## src/design/vmr_pkg.sv

```systemverilog
// Package with object indices, field positions and types of the velocity-mode objects.
package vmr_pkg;

  // Object dictionary indices.
  localparam logic [15:0] IDX_CONTROL_WORD   = 16'h6040;
  localparam logic [15:0] IDX_TARGET_SPEED   = 16'h6042;
  localparam logic [15:0] IDX_RAMPED_DEMAND  = 16'h6043;
  localparam logic [15:0] IDX_MEASURED_SPEED = 16'h6044;
  localparam logic [15:0] IDX_SPEED_LIMITS   = 16'h6046;
  localparam logic [15:0] IDX_ACCEL_RECORD   = 16'h6048;

  // Sub-indices of the array and record objects.
  localparam logic [7:0]  SUB_COUNT  = 8'h00;
  localparam logic [7:0]  SUB_FIRST  = 8'h01;
  localparam logic [7:0]  SUB_SECOND = 8'h02;
  localparam logic [31:0] LAST_SUB_INDEX = 32'h0000_0002;

  // Control word bit positions used in velocity mode.
  localparam int CW_RESERVED_A  = 4;
  localparam int CW_RESERVED_B  = 5;
  localparam int CW_REF_RAMP    = 6;
  localparam int CW_HALT        = 8;

  // CAN control parameter word bit positions.
  localparam int CP_RAMP_ENABLE = 0;
  localparam int CP_REVERSE     = 2;

  // Reset values, the speed magnitude limit and the fixed mode status bits.
  localparam logic [15:0] TARGET_SPEED_RESET = 16'h0000;
  localparam logic [15:0] CONTROL_WORD_RESET = 16'h0000;
  localparam logic [31:0] SPEED_MIN_RESET    = 32'h0000_0000;
  localparam logic [31:0] SPEED_MAX_RESET    = 32'h0000_7fff;
  localparam logic [31:0] DELTA_SPEED_RESET  = 32'h0000_0001;
  localparam logic [31:0] DELTA_TIME_RESET   = 32'h0000_0001;
  localparam logic [15:0] SPEED_MAG_LIMIT    = 16'h7fff;
  localparam logic [1:0]  MODE_STATUS_BITS   = 2'b00;

  // Ramp time base: delta time is counted in units of this period.
  localparam int CLK_MHZ        = 250;
  localparam int RAMP_TICK_US   = 1000;
  localparam int RAMP_TICK_CYC  = RAMP_TICK_US * CLK_MHZ;

  typedef struct packed {
    logic        valid;
    logic        write;
    logic [15:0] index;
    logic [7:0]  subindex;
    logic [31:0] wdata;
  } vmr_req_t;

  typedef struct packed {
    logic        ack;
    logic        error;
    logic [31:0] rdata;
  } vmr_rsp_t;

endpackage

```

## src/design/vmr_velocity_mode.sv

```systemverilog
// Velocity-mode objects: control bits, target, ramp, limits and speed readback.
`timescale 1ns/1ps
module vmr_velocity_mode
  import vmr_pkg::*;
#(
  parameter int TICK_CYCLES = RAMP_TICK_CYC
)
(
  input  wire logic                sys_clk,
  input  wire logic                reset,
  input  wire vmr_pkg::vmr_req_t   obj_req,
  output      vmr_pkg::vmr_rsp_t   obj_rsp,
  input  wire logic [15:0]         motor_speed_param,
  input  wire logic                speed_feedback_present,
  output      logic [15:0]         can_control_param_word,
  output      logic [15:0]         can_speed_ref_param,
  output      logic [15:0]         ramped_speed_demand,
  output      logic [1:0]          status_mode_bits
);
  import vmr_pkg::*;

  typedef struct packed {
    logic [15:0] control_word;
    logic [15:0] target_speed_reference;
    logic [31:0] speed_limit_minimum;
    logic [31:0] speed_limit_maximum;
    logic [31:0] accel_delta_speed;
    logic [31:0] accel_delta_time;
    logic [15:0] demand;
    logic [31:0] accum;
    logic [31:0] tick_cnt;
    logic [15:0] param_word;
    logic [15:0] speed_ref;
    vmr_rsp_t    rsp;
  } vmr_state_t;

  vmr_state_t  state;
  vmr_state_t  next_state;

  logic        ramp_enable;
  logic        reverse;
  logic [15:0] target_mag;
  logic [15:0] clamp_mag;
  logic [15:0] min_mag;
  logic [15:0] max_mag;
  logic [15:0] goal;
  logic        tick;
  logic [32:0] accum_sum;
  logic [32:0] accum_left;
  logic [15:0] measured;

  // Bits 4 and 5 are never read here, so they carry no function.
  // The master's bit 4 run request is therefore accepted and ignored.
  assign ramp_enable = state.control_word[CW_REF_RAMP]
                     & ~state.control_word[CW_HALT];

  assign reverse = state.target_speed_reference[15];

  // Magnitude of the requested speed, saturated to the 15-bit range (SPEED_MAG_LIMIT).
  always_comb
  begin
    if (reverse)
    begin
      target_mag = 16'(-state.target_speed_reference);
      if (target_mag[15])
      begin
        target_mag = SPEED_MAG_LIMIT;
      end
    end
    else
    begin
      target_mag = state.target_speed_reference;
    end
  end

  // Limits are magnitudes, so they apply alike in both directions.
  always_comb
  begin
    if (state.speed_limit_minimum > {16'h0000, SPEED_MAG_LIMIT})
    begin
      min_mag = SPEED_MAG_LIMIT;
    end
    else
    begin
      min_mag = state.speed_limit_minimum[15:0];
    end
    if (state.speed_limit_maximum > {16'h0000, SPEED_MAG_LIMIT})
    begin
      max_mag = SPEED_MAG_LIMIT;
    end
    else
    begin
      max_mag = state.speed_limit_maximum[15:0];
    end
  end

  // A zero request stays zero; otherwise clamp into [min, max].
  always_comb
  begin
    if (target_mag == 16'h0000)
    begin
      clamp_mag = 16'h0000;
    end
    else if (target_mag > max_mag)
    begin
      clamp_mag = max_mag;
    end
    else if (target_mag < min_mag)
    begin
      clamp_mag = min_mag;
    end
    else
    begin
      clamp_mag = target_mag;
    end
  end

  // With the ramp-enable bit clear the demand is taken down to zero.
  always_comb
  begin
    if (!ramp_enable)
    begin
      goal = 16'h0000;
    end
    else if (reverse)
    begin
      goal = 16'(-clamp_mag);
    end
    else
    begin
      goal = clamp_mag;
    end
  end

  assign tick      = (state.tick_cnt == 32'(TICK_CYCLES - 1));
  assign accum_sum = {1'b0, state.accum} + {1'b0, state.accel_delta_speed};
  assign accum_left = accum_sum - {1'b0, state.accel_delta_time};

  // Without a feedback source the demand stands in for the measured speed.
  assign measured = speed_feedback_present ? motor_speed_param
                                           : state.demand;

  always_comb
  begin
    next_state           = state;
    next_state.rsp.ack   = 1'b0;
    next_state.rsp.error = 1'b0;

    if (tick)
    begin
      next_state.tick_cnt = 32'h0000_0000;
    end
    else
    begin
      next_state.tick_cnt = state.tick_cnt + 32'h0000_0001;
    end

    // Each time-base tick adds delta speed to the accumulator; every
    // delta time worth taken out moves the demand one rpm, so the rate
    // is delta speed over delta time in rpm per tick.
    if (state.demand == goal)
    begin
      next_state.accum = 32'h0000_0000;
    end
    else if (state.accel_delta_time == 32'h0000_0000)
    begin
      next_state.demand = goal;
      next_state.accum  = 32'h0000_0000;
    end
    else if (state.accum >= state.accel_delta_time)
    begin
      // A tick that lands on a step still adds its delta speed, so the
      // rate holds even when one tick's worth fills a whole tick; above that the demand moves one rpm per cycle.
      if (tick)
      begin
        next_state.accum = accum_left[32] ? 32'hffff_ffff
                                          : accum_left[31:0];
      end
      else
      begin
        next_state.accum = state.accum - state.accel_delta_time;
      end
      if ($signed(state.demand) < $signed(goal))
      begin
        next_state.demand = state.demand + 16'h0001;
      end
      else
      begin
        next_state.demand = state.demand - 16'h0001;
      end
    end
    else if (tick)
    begin
      next_state.accum = accum_sum[32] ? 32'hffff_ffff
                                       : accum_sum[31:0];
    end

    next_state.param_word                 = 16'h0000;
    next_state.param_word[CP_RAMP_ENABLE] = ramp_enable;
    next_state.param_word[CP_REVERSE]     = reverse;
    next_state.speed_ref                  = clamp_mag;

    if (obj_req.valid)
    begin
      next_state.rsp.ack   = 1'b1;
      next_state.rsp.rdata = 32'h0000_0000;
      if (obj_req.index == IDX_CONTROL_WORD
          && obj_req.subindex == SUB_COUNT)
      begin
        next_state.rsp.rdata = {16'h0000, state.control_word};
        if (obj_req.write)
        begin
          next_state.control_word = obj_req.wdata[15:0];
        end
      end
      else if (obj_req.index == IDX_TARGET_SPEED
               && obj_req.subindex == SUB_COUNT)
      begin
        next_state.rsp.rdata = {{16{state.target_speed_reference[15]}},
                                state.target_speed_reference};
        if (obj_req.write)
        begin
          next_state.target_speed_reference = obj_req.wdata[15:0];
        end
      end
      else if (obj_req.index == IDX_RAMPED_DEMAND
               && obj_req.subindex == SUB_COUNT)
      begin
        next_state.rsp.rdata = {{16{state.demand[15]}}, state.demand};
        next_state.rsp.error = obj_req.write;
      end
      else if (obj_req.index == IDX_MEASURED_SPEED
               && obj_req.subindex == SUB_COUNT)
      begin
        next_state.rsp.rdata = {{16{measured[15]}}, measured};
        next_state.rsp.error = obj_req.write;
      end
      else if (obj_req.index == IDX_SPEED_LIMITS)
      begin
        if (obj_req.subindex == SUB_COUNT)
        begin
          next_state.rsp.rdata = LAST_SUB_INDEX;
          next_state.rsp.error = obj_req.write;
        end
        else if (obj_req.subindex == SUB_FIRST
                 || obj_req.subindex == SUB_SECOND)
        begin
          next_state.rsp.rdata = (obj_req.subindex == SUB_FIRST)
                                 ? state.speed_limit_minimum
                                 : state.speed_limit_maximum;
          // Zero or values with the top bit set are not positive.
          if (obj_req.write && (obj_req.wdata == 32'h0000_0000
                                || obj_req.wdata[31]))
          begin
            next_state.rsp.error = 1'b1;
          end
          else if (obj_req.write && obj_req.subindex == SUB_FIRST)
          begin
            next_state.speed_limit_minimum = obj_req.wdata;
          end
          else if (obj_req.write)
          begin
            next_state.speed_limit_maximum = obj_req.wdata;
          end
        end
        else
        begin
          next_state.rsp.error = 1'b1;
        end
      end
      else if (obj_req.index == IDX_ACCEL_RECORD)
      begin
        if (obj_req.subindex == SUB_COUNT)
        begin
          next_state.rsp.rdata = LAST_SUB_INDEX;
          next_state.rsp.error = obj_req.write;
        end
        else if (obj_req.subindex == SUB_FIRST)
        begin
          next_state.rsp.rdata = state.accel_delta_speed;
          if (obj_req.write)
          begin
            next_state.accel_delta_speed = obj_req.wdata;
          end
        end
        else if (obj_req.subindex == SUB_SECOND)
        begin
          next_state.rsp.rdata = state.accel_delta_time;
          if (obj_req.write)
          begin
            next_state.accel_delta_time = obj_req.wdata;
          end
        end
        else
        begin
          next_state.rsp.error = 1'b1;
        end
      end
      else
      begin
        next_state.rsp.error = 1'b1;
      end
    end
  end

  always_ff @(posedge sys_clk)
  begin
    if (reset)
    begin
      state                        <= '0;
      state.control_word           <= CONTROL_WORD_RESET;
      state.target_speed_reference <= TARGET_SPEED_RESET;
      state.speed_limit_minimum    <= SPEED_MIN_RESET;
      state.speed_limit_maximum    <= SPEED_MAX_RESET;
      state.accel_delta_speed      <= DELTA_SPEED_RESET;
      state.accel_delta_time       <= DELTA_TIME_RESET;
    end
    else
    begin
      state <= next_state;
    end
  end

  assign obj_rsp                = state.rsp;
  assign can_control_param_word = state.param_word;
  assign can_speed_ref_param    = state.speed_ref;
  assign ramped_speed_demand    = state.demand;
  assign status_mode_bits       = MODE_STATUS_BITS;

endmodule // vmr_velocity_mode

```

## config.mk

```make
export PLATFORM = sky130hd
export DESIGN_NAME = vmr_velocity_mode
export DESIGN_NICKNAME = d
export VERILOG_FILES = /design/src/design/vmr_pkg.sv /design/src/design/vmr_velocity_mode.sv
export SDC_FILE = /design/constraint.sdc
export NUM_CORES = 1
export LEC_CHECK = 0
export BUFFER_PORTS_ARGS = -buffer_cell sky130_fd_sc_hd__buf_2
export CAP_MARGIN = 20
export CORE_UTILIZATION = 56
export DETAILED_ROUTE_END_ITERATION = 6
export GPL_ROUTABILITY_DRIVEN = 0
export PLACE_DENSITY = 0.89
export SLEW_MARGIN = 20
export SYNTH_ARGS = -nofsm -noshare
export SYNTH_HDL_FRONTEND = slang
export SYNTH_SLANG_ARGS = --single-unit
```

## constraint.sdc

```tcl
create_clock -name sys_clk -period 7.65 [get_ports sys_clk]
set_input_delay 1.1475 -clock sys_clk [delete_from_list [all_inputs] [get_ports sys_clk]]
set_output_delay 1.1475 -clock sys_clk [all_outputs]
set_load 0.05 [all_outputs]
```

# Yosys cells after proc, flatten, opt, wreduce, memory -nomap -nowiden
# Cells that the tools add are included.
# totals
output_inout_bits,84
elab_cells,114
in_bits,77
reg_bits,306
# classes
addsub,8
muxes,38
n_reduce_logical,24
n_bitwise,13
n_lt_le_gt_ge,6
n_eq_ne,10
# ops
op,count
$mux W32,12
$mux W16,11
$mux W33,5
$eq A16 B15 Y1 const B,6
$gt A32 B15 Y1 const B,2
$logic_not A32 Y1,2
$mux W48,1
$mux W34,1
$add A32 B32 Y33,1
$sub A33 B32 Y33,1
$add A32 B1 Y32 const B,1
$eq A32 B18 Y1 const B,1
$ge A32 B32 Y1,1
$lt A16 B16 Y1,2
$neg A16 Y16,2
$sub A32 B32 Y32,1
$reduce_and A11 Y1,2
$reduce_and A10 Y1,2
$add A16 B1 Y16 const B,1
$eq A16 B16 Y1,1
$gt A16 B16 Y1,1
$logic_not A16 Y1,1
$sub A16 B1 Y16 const B,1
$mux W15,1
15 further kinds,39

# Longest topological paths before layout
# Gate-level depths: netlist of the first run.
# depth
depth_word,14
depth_mapped,39
depth_no_buf,36

# Least setup slack after synthesis of the first run
# OpenSTA, ideal clock, no wires.
# synth_path
path_kind,register to register
startpoint,register state[281] in the netlist's numbering
endpoint,register state (netlist bit ramped_speed_demand[4])
n_path_buf,2
arrival_ns,7.340
setup_slack_ns,0.178
synth_period_minus_slack_ns,7.472
path_stages_with_launch,33
setup_time_ns,0.132
required_ns,7.518
path_cell_list,dfxtp_1 > nor4_2 > and3_1 > nand4b_2 > buf_2 > o21ai_0 > o22a_1 > ha_1 > a21o_1 > a21oi_1 > a31oi_1 > a211oi_1 > nand4_1 > o211ai_2 > a21boi_2 > a31oi_1 > o41ai_2 > xor2_1 > nand2_1 > ha_1 > nand4_1 > or2_2 > nor2_1 > a211o_1 > mux2_2 > clkbuf_1 > xnor2_1 > ha_1 > nand2b_1 > o41a_1 > a21o_1 > a21oi_1 > a21oi_1
# synth_via
elab_chain_cells,14
elab_cells_between_ends,19
classes_between,add/sub: 2; order compare: 3; eq/ne: 1; mux: 10; bitwise: 1; reduce/logical: 2
# synth_lines
item,line,source
start: declaration,vmr_velocity_mode.sv:37,vmr_state_t state;
start signal: assignment,vmr_velocity_mode.sv:320,state <= next_state;
$neg A16 Y16,vmr_velocity_mode.sv:64,target_mag = 16'(-state.target_speed_reference);
$mux W15,vmr_velocity_mode.sv:65,if (target_mag[15])
$mux W16 (*),vmr_velocity_mode.sv:62,if (reverse)
$lt A16 B16 Y1,vmr_velocity_mode.sv:108,else if (target_mag < min_mag)
$mux W16,vmr_velocity_mode.sv:108,
$mux W16,vmr_velocity_mode.sv:104,else if (target_mag > max_mag)
$mux W16 (*),vmr_velocity_mode.sv:100,if (target_mag == 16'h0000)
$neg A16 Y16,vmr_velocity_mode.sv:127,goal = 16'(-clamp_mag);
$mux W16 (*),vmr_velocity_mode.sv:125,else if (reverse)
$mux W16 (*),vmr_velocity_mode.sv:121,if (!ramp_enable)
$lt A16 B16 Y1,vmr_velocity_mode.sv:183,if ($signed(state.demand) < $signed(goal))
$mux W16,vmr_velocity_mode.sv:183,
$mux W16,vmr_velocity_mode.sv:170,else if (state.accum >= state.accel_delta_time)
$mux W48,vmr_velocity_mode.sv:165,else if (state.accel_delta_time == 32'h0000_0000)
# Every way passes the cells marked *; elsewhere a longest branch is shown, timed or not. The select of a mux whose other input is x is not followed.
# A chain may end at the register's enable or synchronous reset.

# Worst setup path after layout of the first run
# layout_path
startpoint,register state[276] in the netlist's numbering
endpoint,register state (netlist bit ramped_speed_demand[8])
# The elaborated chain is that of the path after synthesis.

==> results of run 1 <==
how the worst max path moves through the flow:
stage,startpoint,end
floorplan,state[281]$_SDFFE_PP0P_,ramped_speed_demand[4]$_SDFFE_PP0P_
global placement,state[233]$_SDFFE_PP0P_,ramped_speed_demand[4]$_SDFFE_PP0P_
detailed placement,state[233]$_SDFFE_PP0P_,ramped_speed_demand[4]$_SDFFE_PP0P_
CTS,state[278]$_SDFFE_PP0P_,ramped_speed_demand[4]$_SDFFE_PP0P_
global route,state[276]$_SDFFE_PP0P_,ramped_speed_demand[8]$_SDFFE_PP0P_
finish,state[276]$_SDFFE_PP0P_,ramped_speed_demand[8]$_SDFFE_PP0P_
sequential cells by signal (all words and copies together), names as in the netlist:
register	flops
can_control_param_word	2
can_speed_ref_param	16
next_state	1
obj_rsp	34
ramped_speed_demand	16
state	223
cells by family (layout without fill, tap and decap cells):
kind of cell               count (synthesis)  after routing  synth area share
xor gates and xnor gates                 128            128            0.0524
AOI/OAI and AO/OA                        869            869             0.257
adders and majority gates                148            148            0.0876
DFF                                      292            292             0.273
and+or+nand+nor                         1142           1142             0.246
other                                      1             17          0.000175
buffers and inverters                    326            351            0.0732
muxes                                     22             22            0.0104
metal layers:
metal | vias up | routed length (um) | track usage
met5 | - | 34 | 0
met4 | 6 | 6060 | 0.226
met3 | 556 | 10300 | 0.0954
met2 | 2089 | 31500 | 0.544
met1 | 10900 | 27100 | 0.442
li1 | 10500 | - | -
area by class of cell:
cell class                      instances  area, um2  area share
Multi-Input combinational cell       2326      14400       0.612
Sequential cell                       292       5850       0.248
Timing Repair Buffer                  216       1280      0.0543
Clock buffer                           37        816      0.0346
Tap cell                              511        639      0.0271
Inverter                               81        304      0.0129
Clock inverter                         17        258      0.0109
cells in the final DEF, fill, tap and decap left out, drive strengths merged, types with 17 or more instances in the layout:
cell type,instances
a211oi,31
nand2,516
xor2,58
nor4,47
and3,30
buf,216
xnor2,70
o221ai,17
o21ai,142
conb,17
or3,20
nand2b,31
a31oi,33
dfxtp,292
nor2b,24
nor2,227
nand3,74
o211ai,25
a22oi,41
a21oi,357
nor3,60
nand4,50
o21a,25
clkbuf,37
a21o,56
ha,145
inv,84
mux2i,21
synth_stat cells, types with 8 or more instances:
cell,instances
a22oi_1,41
o211ai_1,23
o21bai_1,12
a211oi_1,29
nand3_1,73
mux2i_1,21
ha_1,145
o211a_1,8
xor2_1,58
nor2_1,226
a31oi_1,32
nor4_1,44
a211o_1,9
o22ai_1,15
nor3_1,60
clkbuf_1,147
o21ai_1,9
a222oi_1,15
a21o_1,56
o21ai_0,131
nand4_1,49
nor2b_1,24
a21oi_1,356
or3_1,20
xnor2_1,70
buf_4,85
or2_2,11
o221ai_1,17
inv_1,81
nand2_1,516
and3_1,30
nand2b_1,31
nor4b_1,8
o21a_1,25
dfxtp_1,292
and2_1,11
through the flow:
| stage | instances | power (uW) | utilization |
|---|---|---|---|
| finish | 3480 | 8550 | 0.626 |
| global route | 3480 | 8940 | 0.626 |
| CTS | 3466 | 8270 | 0.614 |
| detailed placement | 3412 | 6660 | 0.585 |
| global placement | 3412 | 6470 | 0.585 |
| floorplan | 2944 | 5460 | - |
timing repair:
action / 4_1_cts / 5_1_grt
buffers inserted: 0 / 13
setup endpoints to repair: 7 / 12
resized for setup: 6 / 60
gates cloned: 0 / 1
pin swaps: 0 / 19
where the power goes:
group | internal (uW) | switching, uW | total (uW)
registers | 1630 | 167 | 1790
logic | 1910 | 3230 | 5140
clock network | 960 | 657 | 1620
total | 4500 | 4060 | 8550
worst max-delay path: cells and delay by family (launching register included):
kind            cells  cell delay, ps
simple gates       10            1750
xor+xnor            3             640
fa+ha+maj           3             850
buf+inv             4             710
compound gates     13            3010
flops               1             350
mux                 1             370
==> qor.csv, run 1 <==
metric;value;unit
number of buffers inserted by port buffering;144;
initial antenna violation count;3;
Slew headroom;0.182;
area leader, netlist;dfxtp_1;
die area;0.0390;mm2
FF-to-FF End;ramped_speed_demand[8]$_SDFFE_PP0P_;
number of enable flip-flop cells after synthesis;0;
Routed Antenna Nets;0;
cell mode on critical path;nand2_1;
hold_buf cts;0;
Clock Tree Buf Depth;3;
R2R depth;34;
required time worst endpoint;8110;ps
status;finished, violations left;
skew final;13.5;ps
grt ovf;0;
DP Area;0.0220;mm2
sequential area share after synthesis;0.273;
number of global-route vias before repair;21500;
largest cells by area after synthesis;dfxtp_1 27%, nand2_1 9.1%, ha_1 8.5%;
largest net degree at the start of global routing;113;
Via-to-Cell Ratio;6.91;
Initial DRC Count;3775;
slowest stage delay, CP;390;ps
I/O pins;161;
clock slew at reported path FFs;70;ps
pre-CTS setup slack;-192;ps
Hold Crit Depth;2;
Distinct cells, synth;96;
Design Area, Final;0.0236;mm2
Fin. Hold Viols;0;
Reg2Reg Setup Slack;-150;ps
TritonRoute pass-1 iters;7;
CTS Sinks;292;
Nets;3171;
peak supply drop;432;uV
first-pass GRT wire length;112000;um
most used flip-flop cell after synthesis;dfxtp_1;
Hold Path Origin;state[302]$_SDFFE_PP0P_;
final setup violation count;3;
hold endpoint;state[302]$_SDFFE_PP0P_;
WL/cell;21.6;um
Routed WL;75000;um
Hold Slack;458;ps
worst-margin pin slew;1220;ps
Residual DRC;112;
Die Y;197;um
Detailed Place HPWL;52400;um
CTS H-tree lvls;1;
clk_lat worst skew;590;ps
CTS tree;yes;
total number of vias;24100;
crit path max fanout;8;
Syn Std Cell Area;0.0214;mm2
Pleak;0.00984;uW
clk root buf;clkbuf_16;
Inserted Diodes;0;
Pwr per Cell Area;363;mW/mm2
starting density of the core;0.568;
max-cap violations;0;
Core ar.;0.0377;mm2
Critical-path top delay cell;o41ai_2;
Total GRT Usage;0.356;
Max Fclk;0.128;GHz
failing checks;design-rule violations, negative setup slack;
setup TNS;-366;ps
Synth async-reset ratio;0;
period utilization;1.02;
Yosys top cell area share;0.273;
CP Class;reg -> reg;
synthesis-stage register bit count;292;
die width;197;um
crit start category;flip-flop;
reg2reg start;state[276]$_SDFFE_PP0P_;
Critical Path End Type;flip-flop;
arrival time worst endpoint;8250;ps
PnR worst setup slack;-145;ps
synth warn;0;
row count;71;
min cycle time layout;7800;ps
worst hold path type;reg -> reg;
Layout area overhead;10.2;%
Avg Inst Size Synth;7.31;um2
number of CTS-inserted buffers;29;
Slew Viols, Final;0;
Synth Instances;2928;
share of cells above drive strength 1;0.126;
Filler cells;3083;
(Power assumes the default switching activity.)
==> run 2: changes to the inputs <==
--- a/config.mk
+++ b/config.mk
@@ -7,10 +7,10 @@
 export LEC_CHECK = 0
 export BUFFER_PORTS_ARGS = -buffer_cell sky130_fd_sc_hd__buf_2
 export CAP_MARGIN = 20
-export CORE_UTILIZATION = 56
+export CORE_UTILIZATION = 50
 export DETAILED_ROUTE_END_ITERATION = 6
 export GPL_ROUTABILITY_DRIVEN = 0
-export PLACE_DENSITY = 0.89
+export PLACE_DENSITY = 0.82
 export SLEW_MARGIN = 20
 export SYNTH_ARGS = -nofsm -noshare
 export SYNTH_HDL_FRONTEND = slang
==> run 2 against run 1 <==
  * Final cell count is 0.95% higher
  * Count of clock-buffer cells in the layout is 4 higher
  * Critical endpoint is now ramped_speed_demand[4]$_SDFFE_PP0P_
  * Wire length is 7.3% lower
  * The run now ends clean
==> qor.csv, run 2 (synthesis gave the netlist of run 1 again) <==
metric;value;unit
status;finished, final reports clean;
clock slew at reported path FFs;60;ps
leading cell types in the layout, fill and taps excluded;512 x nand2_1, 355 x a21oi_1, 291 x dfxtp_1, 219 x nor2_1, 143 x buf_2;
Finished Layout Cells;3513;
CP Class;reg -> reg;
Via-to-Cell Ratio;6.42;
required time worst endpoint;8080;ps
number of CTS-inserted buffers;31;
crit start category;flip-flop;
Pleak;0.00979;uW
number of flip-flops in the largest register;223;
Pwr per Cell Area;356;mW/mm2
initial antenna violation count;2;
Critical-path top delay cell;or4_1;
grt ovf;0;
Slew headroom;0.203;
Total GRT Usage;0.305;
Max Fclk;0.133;GHz
die area;0.0436;mm2
CP Depth;31;
Critical Path End Type;flip-flop;
slowest stage delay, CP;560;ps
max-cap violations;0;
Inst Count DP;3447;
hold_buf cts;0;
Core ar.;0.0420;mm2
Layout area overhead;9.61;%
peak supply drop;542;uV
I/O pins;161;
min cycle time layout;7500;ps
Routed WL;69600;um
Hold Slack;453;ps
CTS Sinks;292;
Routed Antenna Nets;0;
TritonRoute pass-1 iters;7;
Hold Crit Depth;1;
Initial DRC Count;3253;
Detailed Place HPWL;50900;um
crit path max fanout;18;
number of global-route vias before repair;20300;
row count;75;
Nets;3177;
Fin. Hold Viols;0;
first-pass GRT wire length;108000;um
clk_lat worst skew;600;ps
starting density of the core;0.509;
WL/cell;19.8;um
Worst Path Buf+Inv;3;
Die Y;209;um
worst hold path type;reg -> reg;
period utilization;0.981;
CTS tree;yes;
Inserted Diodes;0;
die width;209;um
crit-path leading delay family;simple AND/OR/NAND/NOR gates;
arrival time worst endpoint;7940;ps
R2R depth;31;
clk root buf;clkbuf_16;
largest net degree at the start of global routing;109;
total number of vias;22600;
number of buffers inserted by port buffering;144;
share of cells above drive strength 1;0.122;
largest register by flop count;state;
skew final;16.9;ps
commonest non-fill, non-tap cell in the layout;nand2_1;
Clock Tree Buf Depth;3;
final setup violation count;0;
Slew Viols, Final;0;
Residual DRC;0;
CTS H-tree lvls;1;
worst-margin pin slew;1190;ps
## run 2: report_power, final
part	internal, uW	switching (uW)	leakage, uW
Combinational	1940	3110	0.00694
Clock	846	654	0.000486
Sequential	1630	165	0.00236
Total	4410	3930	0.00979
## run 2: path summary, 6_finish.rpt
kind	end	from	slack, ps
worst min register to register	state[66]$_SDFF_PP0_	state[66]$_SDFF_PP0_	450
worst max register to register	ramped_speed_demand[4]$_SDFFE_PP0P_	state[241]$_SDFFE_PP0P_	150
worst max-delay path	ramped_speed_demand[4]$_SDFFE_PP0P_	state[241]$_SDFFE_PP0P_	150
worst min-delay path	state[66]$_SDFF_PP0_	state[66]$_SDFF_PP0_	450
## run 2: final cells by class
class / instances / area (um2)
clock buffer: 41 / 853
clock inverter: 14 / 129
fill: 3864 / 18600
inverter: 81 / 304
multi-input combinational: 2326 / 14300
sequential: 292 / 5850
tap: 539 / 674
timing repair buffer: 220 / 1300
## run 2: stage by stage
stage | setup TNS [ps] | instance area [um2] | util | power, uW | setup WS [ps]
after floorplan | 0 | 21500 | - | 5460 | 178
after global routing | -544 | 23500 | 0.558 | 8830 | -149
after CTS | 0 | 23100 | 0.550 | 8170 | 54.9
final | 0 | 23500 | 0.558 | 8340 | 146
after global placement | 0 | 22100 | 0.526 | 6620 | 234
after detailed placement | 0 | 22100 | 0.526 | 6670 | 86.7
## run 2: metal layers
| metal | global-route usage | share of wire | vias to the layer above |
|---|---|---|---|
| met2 | 0.466 | 0.43 | 1381 |
| met1 | 0.408 | 0.40 | 10400 |
| met3 | 0.0528 | 0.11 | 278 |
| met5 | 0 | 0.00050 | - |
| li1 | - | - | 10500 |
| met4 | 0.164 | 0.058 | 4 |
## run 2: repair_timing
action | CTS | global route
buffers inserted | 0 | 11
endpoints found under the setup margin | 0 | 16
gates resized for setup | 0 | 49
